File: config.mk
export PLATFORM = sky130hd
export DESIGN_NAME = sbmr_top
export DESIGN_NICKNAME = d
export VERILOG_FILES = /design/src/logic/sbmr_pkg.sv /design/src/logic/sbmr_pacer.sv /design/src/logic/sbmr_top.sv
export SDC_FILE = /design/constraint.sdc
export NUM_CORES = 1
export LEC_CHECK = 0
export BUFFER_PORTS_ARGS = -buffer_cell sky130_fd_sc_hd__buf_2
export CAP_MARGIN = 5
export CORE_ASPECT_RATIO = 0.6
export CORE_UTILIZATION = 55
export DETAILED_ROUTE_END_ITERATION = 6
export PLACE_DENSITY = 0.75
export SKIP_LAST_GASP = 1
export SYNTH_ARGS = -nofsm -noshare
export SYNTH_HDL_FRONTEND = slang
export SYNTH_SLANG_ARGS = --single-unit
File: constraint.sdc
create_clock -name aclk -period 3.52 [get_ports aclk]
set_input_delay 0.176 -clock aclk [delete_from_list [all_inputs] [get_ports aclk]]
set_output_delay 0.176 -clock aclk [all_outputs]
set_load 0.005 [all_outputs]
File: src/logic/sbmr_pkg.sv
// ************************************************************
// Constants of the buffer manager register group
// ************************************************************
package sbmr_pkg;

  // ************************************************************
  // Bus and map
  // ************************************************************
  localparam int ADDR_W = 16;
  localparam int IDX_W = 14;
  localparam int IDX_LSB = 2;
  localparam int NUM_PORTS = 3;
  localparam int NUM_QUEUES = 4;
  localparam logic [13:0] IDX_P2_RATE_Q01 = 14'h1c11;
  localparam logic [13:0] IDX_P2_RATE_Q23 = 14'h1c12;
  localparam logic [2:0][13:0] IDX_DEFAULT_TAG = {14'h1c15, 14'h1c14, 14'h1c13};
  localparam logic [2:0][13:0] IDX_DROP_CNT = {14'h1c18, 14'h1c17, 14'h1c16};
  localparam logic [13:0] IDX_IRQ_MASK = 14'h1c20;
  localparam logic [13:0] IDX_IRQ_PENDING = 14'h1c21;
  localparam logic [1:0] RESP_OKAY = 2'h0;
  localparam logic [1:0] RESP_SLVERR = 2'h2;

  // ************************************************************
  // Field layouts, write masks and reset values
  // ************************************************************
  localparam int RATE_W = 13;
  localparam int RATE_LO_LSB = 0;
  localparam int RATE_HI_LSB = 13;
  localparam int VID_LSB = 0;
  localparam int VID_W = 12;
  localparam int PRIO_LSB = 12;
  localparam int PRIO_W = 3;
  localparam int MASK_BIT = 0;
  localparam logic [31:0] RATE_WMASK = 32'h03ff_ffff;
  localparam logic [31:0] TAG_WMASK = 32'h0000_7fff;
  localparam logic [31:0] MASK_WMASK = 32'h0000_0001;
  localparam logic [31:0] RATE_RESET = 32'h0000_0000;
  localparam logic [31:0] TAG_RESET = 32'h0000_0000;
  localparam logic [31:0] MASK_RESET = 32'h0000_0001;
  localparam logic [31:0] CNT_RESET = 32'h0000_0000;
  localparam logic [31:0] CNT_ONE = 32'h0000_0001;
  localparam logic [31:0] CNT_MAX = 32'hffff_ffff;

  // Pending register: two capture slots
  localparam int PEND_A_VALID = 0;
  localparam int PEND_A_PORT_LSB = 1;
  localparam int PEND_A_REASON_LSB = 3;
  localparam int PEND_B_VALID = 7;
  localparam int PEND_B_PORT_LSB = 8;
  localparam int PEND_B_REASON_LSB = 10;
  localparam logic [3:0] REASON_RED = 4'h1;
  localparam logic [3:0] REASON_YELLOW = 4'h9;

  // ************************************************************
  // Egress pacing timing
  // ************************************************************
  localparam int BYTE_UNIT_NS = 20;
  localparam int CLK_PERIOD_NS = 20;
  localparam int UNIT_CYCLES = (BYTE_UNIT_NS + CLK_PERIOD_NS - 1) / CLK_PERIOD_NS;
  localparam int PACE_W = 16;
  localparam logic [15:0] PACE_ONE = 16'h0001;
  localparam logic [15:0] PACE_ZERO = 16'h0000;

  typedef enum logic {
    SBMR_PACE_IDLE,
    SBMR_PACE_WAIT
  } sbmr_pace_state_t;

endpackage

File: src/logic/sbmr_pacer.sv
`timescale 1ns/1ps
// ************************************************************
// One egress queue pacer
// ************************************************************
module sbmr_pacer (
  // Clock and reset
  input wire logic aclk,
  input wire logic aresetn,
  // Rate setting and byte handshake
  input wire logic [12:0] rate,
  input wire logic byte_sent,
  output logic ready
);

  sbmr_pkg::sbmr_pace_state_t state_reg, state_next;
  logic [15:0] cnt_reg, cnt_next;
  logic [15:0] load;

  // Gap is (rate + 1) units of 20 ns
  assign load = 16'((({3'h0, rate} + sbmr_pkg::PACE_ONE) *
                16'(sbmr_pkg::UNIT_CYCLES)) - sbmr_pkg::PACE_ONE);
  assign ready = (state_reg == sbmr_pkg::SBMR_PACE_IDLE);

  always_comb begin
    state_next = state_reg;
    cnt_next = cnt_reg;
    case (state_reg)
      sbmr_pkg::SBMR_PACE_IDLE: begin
        if (byte_sent) begin
          cnt_next = load;
          state_next = sbmr_pkg::SBMR_PACE_WAIT;
        end
      end
      sbmr_pkg::SBMR_PACE_WAIT: begin
        if (cnt_reg == sbmr_pkg::PACE_ZERO) begin
          state_next = sbmr_pkg::SBMR_PACE_IDLE;
        end else begin
          cnt_next = cnt_reg - sbmr_pkg::PACE_ONE;
        end
      end
      default: begin
        state_next = sbmr_pkg::SBMR_PACE_IDLE;
        cnt_next = sbmr_pkg::PACE_ZERO;
      end
    endcase
  end

  always_ff @(posedge aclk) begin
    if (!aresetn) begin
      state_reg <= sbmr_pkg::SBMR_PACE_IDLE;
      cnt_reg <= sbmr_pkg::PACE_ZERO;
    end else begin
      state_reg <= state_next;
      cnt_reg <= cnt_next;
    end
  end

endmodule

File: src/logic/sbmr_top.sv
// The implementer's own choice: the AXI4-Lite slave port.
`timescale 1ns/1ps
// ************************************************************
// Buffer manager register group with AXI4-Lite slave
// ************************************************************
// Summary of operation
// - Each 13-bit egress rate field holds a queue's ready low for (value + 1) x 20 ns after each byte.
// - Each port holds a 3-bit default priority in bits 14:12 used for egress tagging.
// - Each port holds a 12-bit default VLAN ID in bits 11:0 used for egress tagging.
// - Ports 0, 1 and 2 each have their own default tag register, affecting only that port.
// - A per-port 32-bit counter counts packets dropped by ingress rate limiting.
// - Reading a drop counter returns its value and then clears it.
// - A drop counter stops at all ones and never wraps.
// - Mask bit 0 blocks all buffer manager interrupts and resets to one.
// - Clearing the mask bit lets pending status drive the interrupt output.
// - The mask never changes how drop events are captured as pending status.
// - Pending status has two capture slots, each with reason and source port.
module sbmr_top (
  // Clock and reset
  input wire logic aclk,
  input wire logic aresetn,
  // AXI4-Lite write address and data
  input wire logic [15:0] s_axi_awaddr,
  input wire logic s_axi_awvalid,
  output logic s_axi_awready,
  input wire logic [31:0] s_axi_wdata,
  input wire logic [3:0] s_axi_wstrb,
  input wire logic s_axi_wvalid,
  output logic s_axi_wready,
  // AXI4-Lite write response
  output logic [1:0] s_axi_bresp,
  output logic s_axi_bvalid,
  input wire logic s_axi_bready,
  // AXI4-Lite read
  input wire logic [15:0] s_axi_araddr,
  input wire logic s_axi_arvalid,
  output logic s_axi_arready,
  output logic [31:0] s_axi_rdata,
  output logic [1:0] s_axi_rresp,
  output logic s_axi_rvalid,
  input wire logic s_axi_rready,
  // Drop events from the buffer manager
  input wire logic drop_valid,
  input wire logic [3:0] drop_reason,
  input wire logic [1:0] drop_port,
  // Port 2 egress queue pacing
  input wire logic [3:0] p2_byte_sent,
  output logic [3:0] p2_queue_ready,
  // Default tag values per port
  output logic [11:0] port0_default_vid,
  output logic [2:0] port0_default_prio,
  output logic [11:0] port1_default_vid,
  output logic [2:0] port1_default_prio,
  output logic [11:0] port2_default_vid,
  output logic [2:0] port2_default_prio,
  // Interrupt
  output logic irq
);

  // ************************************************************
  // State
  // ************************************************************
  logic aw_have_reg, aw_have_next;
  logic [13:0] aw_idx_reg, aw_idx_next;
  logic w_have_reg, w_have_next;
  logic [31:0] w_data_reg, w_data_next;
  logic [3:0] w_strb_reg, w_strb_next;
  logic bvalid_reg, bvalid_next;
  logic [1:0] bresp_reg, bresp_next;
  logic rvalid_reg, rvalid_next;
  logic [31:0] rdata_reg, rdata_next;
  logic [1:0] rresp_reg, rresp_next;
  logic [31:0] rate_q01_reg, rate_q01_next;
  logic [31:0] rate_q23_reg, rate_q23_next;
  logic [31:0] tag_reg [3];
  logic [31:0] tag_next [3];
  logic [31:0] cnt_reg [3];
  logic [31:0] cnt_next [3];
  logic [31:0] mask_reg, mask_next;
  logic a_valid_reg, a_valid_next;
  logic [1:0] a_port_reg, a_port_next;
  logic [3:0] a_reason_reg, a_reason_next;
  logic b_valid_reg, b_valid_next;
  logic [1:0] b_port_reg, b_port_next;
  logic [3:0] b_reason_reg, b_reason_next;

  logic wr_fire;
  logic rd_take;
  logic [13:0] ar_idx;
  logic rate_drop;
  logic [31:0] pend_word;
  logic [12:0] q_rate [4];

  // Byte-lane merge, reserved bits held at zero
  function automatic logic [31:0] merge(input logic [31:0] old, input logic [31:0] data,
                                        input logic [3:0] strb, input logic [31:0] wmask);
    logic [31:0] res;
    res = old;
    for (int i = 0; i < 4; i++) begin
      if (strb[i]) begin
        res[i*8 +: 8] = data[i*8 +: 8];
      end
    end
    return res & wmask;
  endfunction

  // ************************************************************
  // Handshakes and combinational outputs
  // ************************************************************
  assign s_axi_awready = !aw_have_reg && !bvalid_reg;
  assign s_axi_wready = !w_have_reg && !bvalid_reg;
  assign s_axi_arready = !rvalid_reg;
  assign s_axi_bvalid = bvalid_reg;
  assign s_axi_bresp = bresp_reg;
  assign s_axi_rvalid = rvalid_reg;
  assign s_axi_rdata = rdata_reg;
  assign s_axi_rresp = rresp_reg;
  assign wr_fire = aw_have_reg && w_have_reg && !bvalid_reg;
  assign rd_take = s_axi_arvalid && !rvalid_reg;
  assign ar_idx = s_axi_araddr[sbmr_pkg::ADDR_W-1:sbmr_pkg::IDX_LSB];
  assign rate_drop = drop_valid && ((drop_reason == sbmr_pkg::REASON_RED) ||
                     (drop_reason == sbmr_pkg::REASON_YELLOW));

  assign pend_word = {18'h0_0000, b_reason_reg, b_port_reg, b_valid_reg,
                      a_reason_reg, a_port_reg, a_valid_reg};

  // Pending status reaches the pin only while the mask bit is clear
  assign irq = !mask_reg[sbmr_pkg::MASK_BIT] && (a_valid_reg || b_valid_reg);

  // Each port sees only its own register
  assign port0_default_vid = tag_reg[0][sbmr_pkg::VID_LSB +: sbmr_pkg::VID_W];
  assign port0_default_prio = tag_reg[0][sbmr_pkg::PRIO_LSB +: sbmr_pkg::PRIO_W];
  assign port1_default_vid = tag_reg[1][sbmr_pkg::VID_LSB +: sbmr_pkg::VID_W];
  assign port1_default_prio = tag_reg[1][sbmr_pkg::PRIO_LSB +: sbmr_pkg::PRIO_W];
  assign port2_default_vid = tag_reg[2][sbmr_pkg::VID_LSB +: sbmr_pkg::VID_W];
  assign port2_default_prio = tag_reg[2][sbmr_pkg::PRIO_LSB +: sbmr_pkg::PRIO_W];

  // ************************************************************
  // Egress pacers, one per queue
  // ************************************************************
  assign q_rate[0] = rate_q01_reg[sbmr_pkg::RATE_LO_LSB +: sbmr_pkg::RATE_W];
  assign q_rate[1] = rate_q01_reg[sbmr_pkg::RATE_HI_LSB +: sbmr_pkg::RATE_W];
  assign q_rate[2] = rate_q23_reg[sbmr_pkg::RATE_LO_LSB +: sbmr_pkg::RATE_W];
  assign q_rate[3] = rate_q23_reg[sbmr_pkg::RATE_HI_LSB +: sbmr_pkg::RATE_W];

  // Separate counters, so no queue shares timing with another
  for (genvar q = 0; q < sbmr_pkg::NUM_QUEUES; q++) begin : g_pace
    sbmr_pacer u_pacer (
      .aclk(aclk),
      .aresetn(aresetn),
      .rate(q_rate[q]),
      .byte_sent(p2_byte_sent[q]),
      .ready(p2_queue_ready[q])
    );
  end

  // ************************************************************
  // Next-state logic
  // ************************************************************
  always_comb begin
    logic hit;
    logic take_a;
    hit = 1'b0;
    take_a = 1'b0;
    aw_have_next = aw_have_reg;
    aw_idx_next = aw_idx_reg;
    w_have_next = w_have_reg;
    w_data_next = w_data_reg;
    w_strb_next = w_strb_reg;
    bvalid_next = bvalid_reg;
    bresp_next = bresp_reg;
    rvalid_next = rvalid_reg;
    rdata_next = rdata_reg;
    rresp_next = rresp_reg;
    rate_q01_next = rate_q01_reg;
    rate_q23_next = rate_q23_reg;
    mask_next = mask_reg;
    a_valid_next = a_valid_reg;
    a_port_next = a_port_reg;
    a_reason_next = a_reason_reg;
    b_valid_next = b_valid_reg;
    b_port_next = b_port_reg;
    b_reason_next = b_reason_reg;
    for (int p = 0; p < sbmr_pkg::NUM_PORTS; p++) begin
      tag_next[p] = tag_reg[p];
      cnt_next[p] = cnt_reg[p];
    end

    // Write channel capture, either order
    if (s_axi_awvalid && s_axi_awready) begin
      aw_have_next = 1'b1;
      aw_idx_next = s_axi_awaddr[sbmr_pkg::ADDR_W-1:sbmr_pkg::IDX_LSB];
    end
    if (s_axi_wvalid && s_axi_wready) begin
      w_have_next = 1'b1;
      w_data_next = s_axi_wdata;
      w_strb_next = s_axi_wstrb;
    end
    if (bvalid_reg && s_axi_bready) begin
      bvalid_next = 1'b0;
    end

    // Register write once both halves are held
    if (wr_fire) begin
      hit = 1'b1;
      aw_have_next = 1'b0;
      w_have_next = 1'b0;
      bvalid_next = 1'b1;
      if (aw_idx_reg == sbmr_pkg::IDX_P2_RATE_Q01) begin
        rate_q01_next = merge(rate_q01_reg, w_data_reg, w_strb_reg, sbmr_pkg::RATE_WMASK);
      end else if (aw_idx_reg == sbmr_pkg::IDX_P2_RATE_Q23) begin
        rate_q23_next = merge(rate_q23_reg, w_data_reg, w_strb_reg, sbmr_pkg::RATE_WMASK);
      end else if (aw_idx_reg == sbmr_pkg::IDX_IRQ_MASK) begin
        mask_next = merge(mask_reg, w_data_reg, w_strb_reg, sbmr_pkg::MASK_WMASK);
      end else if (aw_idx_reg == sbmr_pkg::IDX_IRQ_PENDING) begin
        // Write one to a slot's valid bit to free it
        if (w_strb_reg[0] && w_data_reg[sbmr_pkg::PEND_A_VALID]) begin
          a_valid_next = 1'b0;
        end
        if (w_strb_reg[0] && w_data_reg[sbmr_pkg::PEND_B_VALID]) begin
          b_valid_next = 1'b0;
        end
      end else begin
        hit = 1'b0;
        for (int p = 0; p < sbmr_pkg::NUM_PORTS; p++) begin
          if (aw_idx_reg == sbmr_pkg::IDX_DEFAULT_TAG[p]) begin
            tag_next[p] = merge(tag_reg[p], w_data_reg, w_strb_reg,
                                sbmr_pkg::TAG_WMASK);
            hit = 1'b1;
          end
          // Counters are read-only; a write is accepted and ignored
          if (aw_idx_reg == sbmr_pkg::IDX_DROP_CNT[p]) begin
            hit = 1'b1;
          end
        end
      end
      bresp_next = hit ? sbmr_pkg::RESP_OKAY : sbmr_pkg::RESP_SLVERR;
    end

    // Drop capture into the first free slot; mask plays no part here
    if (drop_valid) begin
      take_a = !a_valid_next;
      if (take_a) begin
        a_valid_next = 1'b1;
        a_port_next = drop_port;
        a_reason_next = drop_reason;
      end else if (!b_valid_next) begin
        b_valid_next = 1'b1;
        b_port_next = drop_port;
        b_reason_next = drop_reason;
      end
    end

    // Drop counters: a drop in the read cycle survives the clear
    for (int p = 0; p < sbmr_pkg::NUM_PORTS; p++) begin
      if (rd_take && (ar_idx == sbmr_pkg::IDX_DROP_CNT[p])) begin
        cnt_next[p] = (rate_drop && (drop_port == 2'(p))) ?
                      sbmr_pkg::CNT_ONE : sbmr_pkg::CNT_RESET;
      end else if (rate_drop && (drop_port == 2'(p)) &&
                   (cnt_reg[p] != sbmr_pkg::CNT_MAX)) begin
        cnt_next[p] = cnt_reg[p] + sbmr_pkg::CNT_ONE;
      end
    end

    // Read channel
    if (rvalid_reg && s_axi_rready) begin
      rvalid_next = 1'b0;
    end
    if (rd_take) begin
      rvalid_next = 1'b1;
      rresp_next = sbmr_pkg::RESP_OKAY;
      rdata_next = 32'h0000_0000;
      if (ar_idx == sbmr_pkg::IDX_P2_RATE_Q01) begin
        rdata_next = rate_q01_reg;
      end else if (ar_idx == sbmr_pkg::IDX_P2_RATE_Q23) begin
        rdata_next = rate_q23_reg;
      end else if (ar_idx == sbmr_pkg::IDX_IRQ_MASK) begin
        rdata_next = mask_reg;
      end else if (ar_idx == sbmr_pkg::IDX_IRQ_PENDING) begin
        rdata_next = pend_word;
      end else begin
        rresp_next = sbmr_pkg::RESP_SLVERR;
        for (int p = 0; p < sbmr_pkg::NUM_PORTS; p++) begin
          if (ar_idx == sbmr_pkg::IDX_DEFAULT_TAG[p]) begin
            rdata_next = tag_reg[p];
            rresp_next = sbmr_pkg::RESP_OKAY;
          end
          if (ar_idx == sbmr_pkg::IDX_DROP_CNT[p]) begin
            rdata_next = cnt_reg[p];
            rresp_next = sbmr_pkg::RESP_OKAY;
          end
        end
      end
    end
  end

  // ************************************************************
  // Registers
  // ************************************************************
  always_ff @(posedge aclk) begin
    if (!aresetn) begin
      aw_have_reg <= 1'b0;
      aw_idx_reg <= 14'h0000;
      w_have_reg <= 1'b0;
      w_data_reg <= 32'h0000_0000;
      w_strb_reg <= 4'h0;
      bvalid_reg <= 1'b0;
      bresp_reg <= sbmr_pkg::RESP_OKAY;
      rvalid_reg <= 1'b0;
      rdata_reg <= 32'h0000_0000;
      rresp_reg <= sbmr_pkg::RESP_OKAY;
      rate_q01_reg <= sbmr_pkg::RATE_RESET;
      rate_q23_reg <= sbmr_pkg::RATE_RESET;
      mask_reg <= sbmr_pkg::MASK_RESET;
      a_valid_reg <= 1'b0;
      a_port_reg <= 2'h0;
      a_reason_reg <= 4'h0;
      b_valid_reg <= 1'b0;
      b_port_reg <= 2'h0;
      b_reason_reg <= 4'h0;
      for (int p = 0; p < sbmr_pkg::NUM_PORTS; p++) begin
        tag_reg[p] <= sbmr_pkg::TAG_RESET;
        cnt_reg[p] <= sbmr_pkg::CNT_RESET;
      end
    end else begin
      aw_have_reg <= aw_have_next;
      aw_idx_reg <= aw_idx_next;
      w_have_reg <= w_have_next;
      w_data_reg <= w_data_next;
      w_strb_reg <= w_strb_next;
      bvalid_reg <= bvalid_next;
      bresp_reg <= bresp_next;
      rvalid_reg <= rvalid_next;
      rdata_reg <= rdata_next;
      rresp_reg <= rresp_next;
      rate_q01_reg <= rate_q01_next;
      rate_q23_reg <= rate_q23_next;
      mask_reg <= mask_next;
      a_valid_reg <= a_valid_next;
      a_port_reg <= a_port_next;
      a_reason_reg <= a_reason_next;
      b_valid_reg <= b_valid_next;
      b_port_reg <= b_port_next;
      b_reason_reg <= b_reason_next;
      for (int p = 0; p < sbmr_pkg::NUM_PORTS; p++) begin
        tag_reg[p] <= tag_next[p];
        cnt_reg[p] <= cnt_next[p];
      end
    end
  end

endmodule

; ---- After elaboration in Yosys (flattened, before gate mapping)
; Memories as Yosys holds them, arrays and structs flattened.
; Index checks and enable logic that the tools add are counted.
; W data, S select, Z words.
[word_totals]
register_bits = 219
mem_bits_rw = 192
inputBits = 86
output_inout_bits = 91
elab_cells = 258
memories = 2
[memory_table]
columns = memory, words, width, read_ports, rd_clocked_by_memory_dff, write_ports, line
row1 = cnt_reg, 3, 32, 3, 0, 3, sbmr_top.sv:77  ; logic [31:0] cnt_reg [3];
row2 = tag_reg, 3, 32, 3, 0, 3, sbmr_top.sv:75  ; logic [31:0] tag_reg [3];
[op_classes]
n_addsub = 15
eq_ne = 35
muxes = 106
bitwise_logic = 15
n_reduce_logical = 52
[op_table]
columns = operator, count
row1 = $mux W32, 25
row2 = $mux W96, 5
row3 = $eq A14 B13 Y1 const B, 20
row4 = $mux W16, 8
row5 = $pmux W16 S2, 4
row6 = $sub A16 B1 Y16 const B, 8
row7 = $add A32 B1 Y32 const B, 3
row8 = $ne A32 B32 Y1 const B, 3
row9 = $logic_not A16 Y1, 4
row10 = $add A13 B1 Y14 const B, 4
row11 = $mux W1, 43
row12 = $mux W8, 3
row13 = $logic_and A1 B1 Y1, 22
row14 = $mux W2, 11
row15 = $mux W7, 3
row16 = $ne A2 B2 Y1 const B, 8
row17 = $reduce_and A4 Y1, 4
row18 = $reduce_and A3 Y1, 5
row19 = $reduce_and A2 Y1, 5
row20 = $not A1 Y1, 9
row21 = $pmux W1 S2, 4
row22 = $or A1 B1 Y1, 6
row23 = $logic_not A1 Y1, 5
row24 = $reduce_and A5 Y1, 1
row25 = other kinds (8), 10

; ---- Depth between registers and ports, before layout
; Gate-level depths: netlist (run 1).
[logic_depth]
depth_word = 13
mapped_depth = 11
depth_no_buf = 8

; ---- Cells and area by module
; A second synthesis (run 1) with hierarchy kept.
[unflattened]
cells_unflattened = 2190
area_unflattened_um2 = 18009.8
[modules_own_cells]
columns = mod, instances, cells_each, area_each_um2, seq_area_each_um2
row1 = sbmr_top, 1, 1646, 13655.6, 5805.6
row2 = sbmr_pacer, 4, 136, 1088.5, 340.3

; ---- Worst setup path before layout (run 1)
; OpenSTA, ideal clock, no wires.
[synth_timing]
path_kind = register -> register
startpoint = reg g_pace[3].u_pacer.state_reg
endpoint = reg g_pace[3].u_pacer.cnt_reg[14]
setup_time_ns = 0.132
arrival_ns = 2.507
t_required_ns = 3.388
path_slack_ns = 0.881
path_stages_with_launch = 12
n_path_buf = 4
synth_period_minus_slack_ns = 2.639
cell_sequence = dfxtp_1 -> buf_2 -> clkbuf_1 -> clkbuf_1 -> clkbuf_1 -> a21oi_1 -> ha_1 -> o2111a_1 -> o21ai_0 -> nor4_1 -> mux2i_1 -> a21oi_1
[synth_via]
elab_chain_cells = 3
elab_cells_between_ends = 5
cone_classes = 2 x eq/ne / 1 x mux / 1 x bitwise / 1 x reduce/logical
[synth_rtl]
columns = item, line
row1 = from (decl), sbmr_pacer.sv:15  ; sbmr_pkg::sbmr_pace_state_t state_reg, state_next;
row2 = from (signal assigned), sbmr_pacer.sv:50  ; state_reg <= sbmr_pkg::SBMR_PACE_IDLE;
row3 = from (signal assigned), sbmr_pacer.sv:53  ; state_reg <= state_next;
row4 = $not A1 Y1, sbmr_pacer.sv:27  ; case (state_reg)
row5 = $ne A2 B2 Y1 (no line), --
row6 = $reduce_and A2 Y1 (no line), --
row7 = to (signal assigned), sbmr_pacer.sv:51  ; cnt_reg <= sbmr_pkg::PACE_ZERO;
row8 = to (signal assigned), sbmr_pacer.sv:54  ; cnt_reg <= cnt_next;
row9 = to (decl), sbmr_pacer.sv:16  ; logic [15:0] cnt_reg, cnt_next;
; Several ways; a longest one is shown, not always the timed one.
; A chain may end at the register's enable or synchronous reset.

; ---- Final worst setup path (run 1)
[layout_timing]
startpoint = reg rate_q01_reg[17]
endpoint = reg g_pace[1].u_pacer.cnt_reg[15]
[layout_via]
elab_chain_cells = 4
[layout_rtl]
columns = item, line
row1 = from (decl), sbmr_top.sv:73  ; logic [31:0] rate_q01_reg, rate_q01_next;
row2 = from (signal assigned), sbmr_top.sv:312  ; rate_q01_reg <= sbmr_pkg::RATE_RESET;
row3 = from (signal assigned), sbmr_top.sv:336  ; rate_q01_reg <= rate_q01_next;
row4 = $add A13 B1 Y14, sbmr_pacer.sv:20  ; assign load = 16'((({3'h0, rate} + sbmr_pkg::PACE_ONE) *
row5 = $sub A16 B1 Y16, sbmr_pacer.sv:21  ; 16'(sbmr_pkg::UNIT_CYCLES)) - sbmr_pkg::PACE_ONE);
row6 = $mux W16, sbmr_pacer.sv:29  ; if (byte_sent) begin
row7 = $pmux W16 S2, sbmr_pacer.sv:27
row8 = to (signal assigned), sbmr_pacer.sv:51
row9 = to (signal assigned), sbmr_pacer.sv:54
row10 = to (decl), sbmr_pacer.sv:16
; Every way passes these cells. The select of a mux whose other input is x is not followed.

==> impl_metrics.env, run 1 <==
export IMPL_outcome="complete, no violations"
export IMPL_io_pins=177
export IMPL_worstSetupPathType="register to register"
export IMPL_area_growth_pct=14.97
export IMPL_fp_dieW_um=240.5
export IMPL_r2r_slack_ns=0.44
export IMPL_dp_hpwl_mm=46.40
export IMPL_worstHoldStart="drop_port[0]"
export IMPL_h_tree_depth=2
export IMPL_fmax_ghz=0.3249
export IMPL_yosys_warnings=0
export IMPL_period_share_pct=87.45
export IMPL_cp_data_arrival_time_ns=3.53
export IMPL_firstDrtPassIters=7
export IMPL_rr_endpoint="g_pace[1].u_pacer.cnt_reg[15]"
export IMPL_slew_viol_final=0
export IMPL_synth_cell_area_sq_um=18770
export IMPL_path_cells="nand4_2, o311ai_0, nor3b_1, o2111ai_1, or2_1, or3_1, o32ai_1"
export IMPL_largest_reg_flops=96
export IMPL_grt_max_degree=89
export IMPL_die_h_um=145.1
export IMPL_max_slew_margin_pct=26.29
export IMPL_synth_edf_count=0
export IMPL_finClkSkew_ns=0.02658
export IMPL_antenna_found_initial=1
export IMPL_r2r_start="rate_q01_reg[17]"
export IMPL_overflow=0
export IMPL_layout_drive_gt1_share_pct=12.51
export IMPL_initial_core_util_pct=56.91
export IMPL_cts_buffer_depth=3
export IMPL_drc=0
export IMPL_grt_pass1_wl_mm=96.37
export IMPL_num_nets_final=2582
export IMPL_fp_row_count=51
export IMPL_avgRoutedWirePerCell_um=21.53
export IMPL_maxCapViolCount=0
export IMPL_tns_ns=0
export IMPL_power_per_cell_area_nw_per_um2=437.4
export IMPL_drt_iter0_drc=2644
export IMPL_max_stage_delay_ns=0.60
export IMPL_worst_slew_pin_slew_ns=1.103
export IMPL_grt_use_total_pct=35.42
export IMPL_ys_types=98
export IMPL_ys_async_sr_fraction_pct=0
export IMPL_synth_ff_type="dfxtp_1"
export IMPL_io_buffer_count=164
export IMPL_rsz0062_at_grt="false"
export IMPL_ys_ff_latch=358
export IMPL_syn_avg_cell_area_sq_um=8.009
export IMPL_mostFrequentLayoutCells="358 x dfxtp_1, 324 x nor2_1, 296 x nand2_1"
export IMPL_post_place_ws_ns=0.5357
export IMPL_leakagePower_nw=8.045
export IMPL_cp_start_kind="register"
export IMPL_dieArea_sq_um=34900
export IMPL_core_area_sq_um=32990
export IMPL_p_int_w=0.006972
export IMPL_switching_power_w=0.002470
export IMPL_gp_congestion=0.9929
export IMPL_path_max_fanout=12
export IMPL_seq_power_share_pct=46.3
export IMPL_hold_class="primary input to register"
export IMPL_synthCells=2344
export IMPL_min_period_ns=3.078
export IMPL_vias_per_cell=6.375
export IMPL_grt_pass1_vias=16799
export IMPL_final_common_cell="dfxtp_1"
export IMPL_pwr_share_clk_pct=42.5
export IMPL_slowest_stage="dfxtp_1"
export IMPL_rr_worst_depth=7
export IMPL_worst_slack_ns=0.4419
export IMPL_drtAntennaViolNets=0
export IMPL_hold_depth=3
export IMPL_place_area_sq_um=19820
export IMPL_cts_buffers=35
export IMPL_combinationalPowerShare_pct=11.2
export IMPL_hold_viol=0
export IMPL_cts_clk_slew_worst_paths_ns=0.07
export IMPL_seq_area_frac_synth_pct=38.17
export IMPL_swShare_pct=26.16
export IMPL_cp_required_ns=3.97
export IMPL_hold_end="a_port_reg[0]"
export IMPL_clk_insertion_delay_late_ns=0.54
export IMPL_final_area_sq_um=21590
export IMPL_cts_root_buf="clkbuf_16"
export IMPL_peakVddDrop_mv=0.4772
export IMPL_wl_mm=63.75
export IMPL_clock_sinks=358
export IMPL_setup_viol=0
export IMPL_cts_tree="built"
export IMPL_vias=18875
export IMPL_cp_end_kind="register"
## metal layers
| layer | vias to the layer above | GRT usage [%] | part of all wire (%) |
|---|---|---|---|
| li1 | 8702 | - | - |
| met1 | 8956 | 53.02 | 43 |
| met2 | 1081 | 47.65 | 39 |
| met3 | 136 | 10.62 | 14 |
| met4 | 0 | 11.02 | 3.4 |
| met5 | - | 0 | 0 |
## power groups by stage
stage          Combinational (W)  Clock [W]  Sequential, W
2_1_floorplan           0.000734          0        0.00436
3_3_place_gp            0.000943          0        0.00444
3_5_place_dp            0.000976          0        0.00445
4_1_cts                  0.00103    0.00402        0.00436
5_1_grt                  0.00115    0.00419        0.00438
6_report                 0.00105    0.00401        0.00437
## per-stage QoR
step	instances	power (W)	hold slack, ns	util (%)
finish	2961	0.009442	0.01983	65.43
global route	2960	0.009716	0.06243	65.42
CTS	2960	0.009408	0.02556	65.42
detailed placement	2843	0.005423	0.3631	60.09
global placement	2843	0.005384	0.3600	60.09
floorplan	2345	0.005097	0.2761	-
## cell usage after synthesis (7+ instances only)
library cell | number | area, sq um
and2_1 | 12 | 75.07
and3b_1 | 7 | 61.31
clkbuf_1 | 115 | 431.7
a222oi_1 | 17 | 170.2
mux2i_1 | 110 | 1101
o31ai_1 | 13 | 97.59
xnor2_1 | 64 | 560.5
o2111ai_1 | 7 | 61.31
a31oi_1 | 18 | 112.6
o21ai_0 | 85 | 425.4
nor3_1 | 65 | 325.3
o211ai_1 | 23 | 172.7
nor3b_1 | 10 | 75.07
a311o_1 | 13 | 130.1
nor2b_1 | 12 | 75.07
or4_1 | 16 | 120.1
nand3b_1 | 9 | 67.56
and3_1 | 21 | 131.4
nand2b_1 | 20 | 125.1
xor2_1 | 62 | 543.0
a21oi_1 | 183 | 915.9
or3_1 | 28 | 175.2
buf_4 | 9 | 67.56
and4_1 | 14 | 122.6
a211oi_1 | 24 | 180.2
dfxtp_1 | 358 | 7167
nand3_1 | 82 | 410.4
buf_2 | 22 | 110.1
o21a_1 | 15 | 112.6
nand4_1 | 39 | 244.0
a221oi_1 | 13 | 113.9
nor2_1 | 324 | 1216
nor4_1 | 35 | 219.0
a311oi_1 | 10 | 87.58
a22o_1 | 12 | 105.1
nand2_1 | 296 | 1111
inv_1 | 29 | 108.9
ha_1 | 11 | 137.6
## how the worst max path moves through the flow
stage,start,cells past startpoint,slack [ns],endpoint
after floorplan,g_pace[3].u_pacer.state_reg,11,0.88,g_pace[3].u_pacer.cnt_reg[14]
after global placement,s_axi_araddr[9],8,0.62,s_axi_rdata[17]
after detailed placement,rate_q01_reg[17],7,0.54,g_pace[1].u_pacer.cnt_reg[15]
after CTS,rate_q01_reg[17],7,0.49,g_pace[1].u_pacer.cnt_reg[15]
after global routing,rate_q01_reg[17],7,0.13,g_pace[1].u_pacer.cnt_reg[15]
final,rate_q01_reg[17],7,0.44,g_pace[1].u_pacer.cnt_reg[15]
## critical path, delay by kind of cell, from the launching register on
| kind | cells | cell delay, ns |
|---|---|---|
| AO/OA/AOI/OAI | 3 | 0.92 |
| flip-flops | 1 | 0.60 |
| AND/OR/NAND/NOR | 4 | 1.45 |
## area by class of cell
| cell class | instances | area [sq um] |
|---|---|---|
| timing repair buffer | 260 | 1692 |
| antenna | 1 | 2.502 |
| sequential | 358 | 7167 |
| clock buffer | 51 | 1049 |
| inverter | 30 | 117.6 |
| multi-input combinational | 1800 | 10830 |
| clock inverter | 11 | 161.4 |
| tap | 450 | 563.0 |
| fill | 2772 | 11400 |
## repair_timing
| action | in CTS | in global routing |
|---|---|---|
| hold buffers | 55 | 0 |
| gates resized for setup | 0 | 0 |
| endpoints found under the hold margin | 58 | 0 |
| endpoints found under the setup margin | 0 | 0 |
| buffers inserted | 0 | 0 |
## logic make-up after synthesis
| family | share of synthesized area [%] |
|---|---|
| flops | 38.17 |
| simple gates | 27.21 |
| fa+ha+maj | 0.7331 |
| other cells | 0.01997 |
| compound gates | 17.85 |
| xor+xnor | 5.878 |
| buf+inv | 4.205 |
| mux | 5.925 |
Note: power is estimated with default switching activity, not from simulation.
==> run 2, diff against run 1 <==
- CELL_PAD_IN_SITES_DETAIL_PLACEMENT: default -> 0
- CELL_PAD_IN_SITES_GLOBAL_PLACEMENT: default -> 1
- CORE_UTILIZATION: 55 -> 45
- PLACE_DENSITY: 0.75 -> default
- PLACE_DENSITY_LB_ADDON: default -> 0.1
==> run 2 against run 1 <==
  * The flow now finishes with violations (design-rule violations)
  * Critical path depth unchanged
  * Register-to-register slack about the same
  * Largest power group unchanged
  * Clock power decreased by 2%
  * Count of clock-buffer cells in the layout increased by 3
==> impl_metrics.env, run 2 (synthesis gave the netlist of run 1 again) <==
export IMPL_firstDrtPassIters=7
export IMPL_path_max_fanout=12
export IMPL_final_area_sq_um=21730
export IMPL_cts_tree="built"
export IMPL_rr_worst_depth=7
export IMPL_fmax_ghz=0.3255
export IMPL_vias_per_cell=6.072
export IMPL_num_nets_final=2592
export IMPL_cts_buffer_depth=3
export IMPL_violations="design-rule violations"
export IMPL_area_growth_pct=15.77
export IMPL_cts_root_buf="clkbuf_16"
export IMPL_io_pins=177
export IMPL_antenna_found_initial=0
export IMPL_max_stage_delay_ns=0.63
export IMPL_cp_num_buf_inv=0
export IMPL_hold_ws_ns=0.04348
export IMPL_cp_start_kind="register"
export IMPL_cp_required_ns=3.96
export IMPL_crit_family="simple AND/OR/NAND/NOR gates"
export IMPL_core_area_sq_um=40790
export IMPL_setup_viol=0
export IMPL_grt_pass1_wl_mm=101.9
export IMPL_overflow=0
export IMPL_cts_clk_slew_worst_paths_ns=0.06
export IMPL_grt_use_total_pct=30.84
export IMPL_hold_class="primary input to register"
export IMPL_path_cells="nand4_2, o311ai_0, nor3b_1, o2111ai_1, or2_1, or3_1, o32ai_1"
export IMPL_io_buffer_count=164
export IMPL_initial_core_util_pct=46.02
export IMPL_post_cts_resized=0
export IMPL_r2r_start="rate_q01_reg[17]"
export IMPL_drtAntennaViolNets=0
export IMPL_dieArea_sq_um=42570
export IMPL_rr_endpoint="g_pace[1].u_pacer.cnt_reg[15]"
export IMPL_leakagePower_nw=8.063
export IMPL_cp_data_arrival_time_ns=3.52
export IMPL_fp_dieW_um=265.7
export IMPL_dp_hpwl_mm=50.23
export IMPL_power_per_cell_area_nw_per_um2=430.0
export IMPL_vias=18679
export IMPL_crit_cells=7
export IMPL_worstHoldStart="p2_byte_sent[3]"
export IMPL_h_tree_depth=2
export IMPL_largest_reg_flops=96
export IMPL_worstSetupPathType="register to register"
export IMPL_period_share_pct=87.28
export IMPL_maxCapViolCount=0
export IMPL_worst_slew_pin_slew_ns=1.209
export IMPL_drc=11
export IMPL_rsz0062_at_grt="false"
export IMPL_hold_viol=0
export IMPL_outcome="complete, but fails checks"
export IMPL_wl_mm=67.27
export IMPL_r2r_slack_ns=0.45
export IMPL_crit_end="g_pace[1].u_pacer.cnt_reg[15]"
export IMPL_mostFrequentLayoutCells="358 x dfxtp_1, 323 x nor2_1, 295 x nand2_1"
export IMPL_drt_iter0_drc=2342
export IMPL_die_h_um=160.2
export IMPL_layout_drive_gt1_share_pct=12.84
export IMPL_peakVddDrop_mv=0.3129
export IMPL_clk_insertion_delay_late_ns=0.55
export IMPL_crit_start="rate_q01_reg[17]"
export IMPL_grt_max_degree=65
export IMPL_max_slew_margin_pct=19.37
export IMPL_gp_congestion=0.9393
export IMPL_n_antenna_cell=0
export IMPL_clock_sinks=358
export IMPL_min_period_ns=3.072
export IMPL_avgRoutedWirePerCell_um=21.87
export IMPL_tns_ns=0
export IMPL_slowest_stage="dfxtp_1"
export IMPL_final_common_cell="dfxtp_1"
export IMPL_cts_buffers=37
export IMPL_nFillCells=3877
export IMPL_finClkSkew_ns=0.02816
export IMPL_place_area_sq_um=20030
export IMPL_fp_row_count=57
export IMPL_slew_viol_final=0
export IMPL_grt_pass1_vias=16610
export IMPL_cp_end_kind="register"
## run 2: per-stage QoR
step,power [W],instances,setup WS [ns],util (%)
floorplan,0.005097,2345,0.8811,-
global placement,0.005411,2961,0.5795,49.10
detailed placement,0.005435,2961,0.5200,49.10
CTS,0.009371,3076,0.4925,53.28
global route,0.009681,3076,0.2042,53.28
finish,0.009347,3076,0.4479,53.28
## run 2: report_power, final
group,switching [W],internal (W)
combinational,0.000647,0.000422
sequential,0.000162,0.00419
clock,0.00171,0.00221
total,0.00252,0.00683
## run 2: layer usage
| metal | wire (um) | track usage (%) |
|---|---|---|
| met4 | 1745 | 7.550 |
| met1 | 33580 | 49.70 |
| met2 | 25470 | 40.49 |
| met3 | 6469 | 6.029 |
| met5 | 0 | 0 |
## run 2: worst min-delay path by stage
| stage | end | slack, ns | cells past startpoint |
|---|---|---|---|
| after detailed placement | s_axi_rvalid | 0.37 | 2 |
| after floorplan | s_axi_rvalid | 0.28 | 1 |
| after global placement | s_axi_rvalid | 0.36 | 2 |
| after CTS | g_pace[3].u_pacer.cnt_reg[15] | 0.03 | 4 |
| final | g_pace[3].u_pacer.cnt_reg[15] | 0.04 | 4 |
| after global routing | g_pace[2].u_pacer.cnt_reg[15] | 0.07 | 4 |
## run 2: cell type report
type / instances / area (sq um) / share of cell area [%]
Multi-Input combinational cell: 1800 / 10840 / 49.88
Sequential cell: 358 / 7167 / 32.97
Timing Repair Buffer: 268 / 1752 / 8.059
Clock buffer: 54 / 1090 / 5.014
Tap cell: 560 / 700.7 / 3.224
Inverter: 30 / 117.6 / 0.5411
Clock inverter: 6 / 66.31 / 0.3051
## run 2: repair_timing
item	4_1_cts	5_1_grt
buffers inserted	0	0
hold buffers	55	0
endpoints found under the hold margin	59	0
## run 2: worst min-delay path: stages
cell      delay [ns]
buf_2           0.08
nor2_1          0.06
o21ai_0         0.15
a221oi_1        0.07
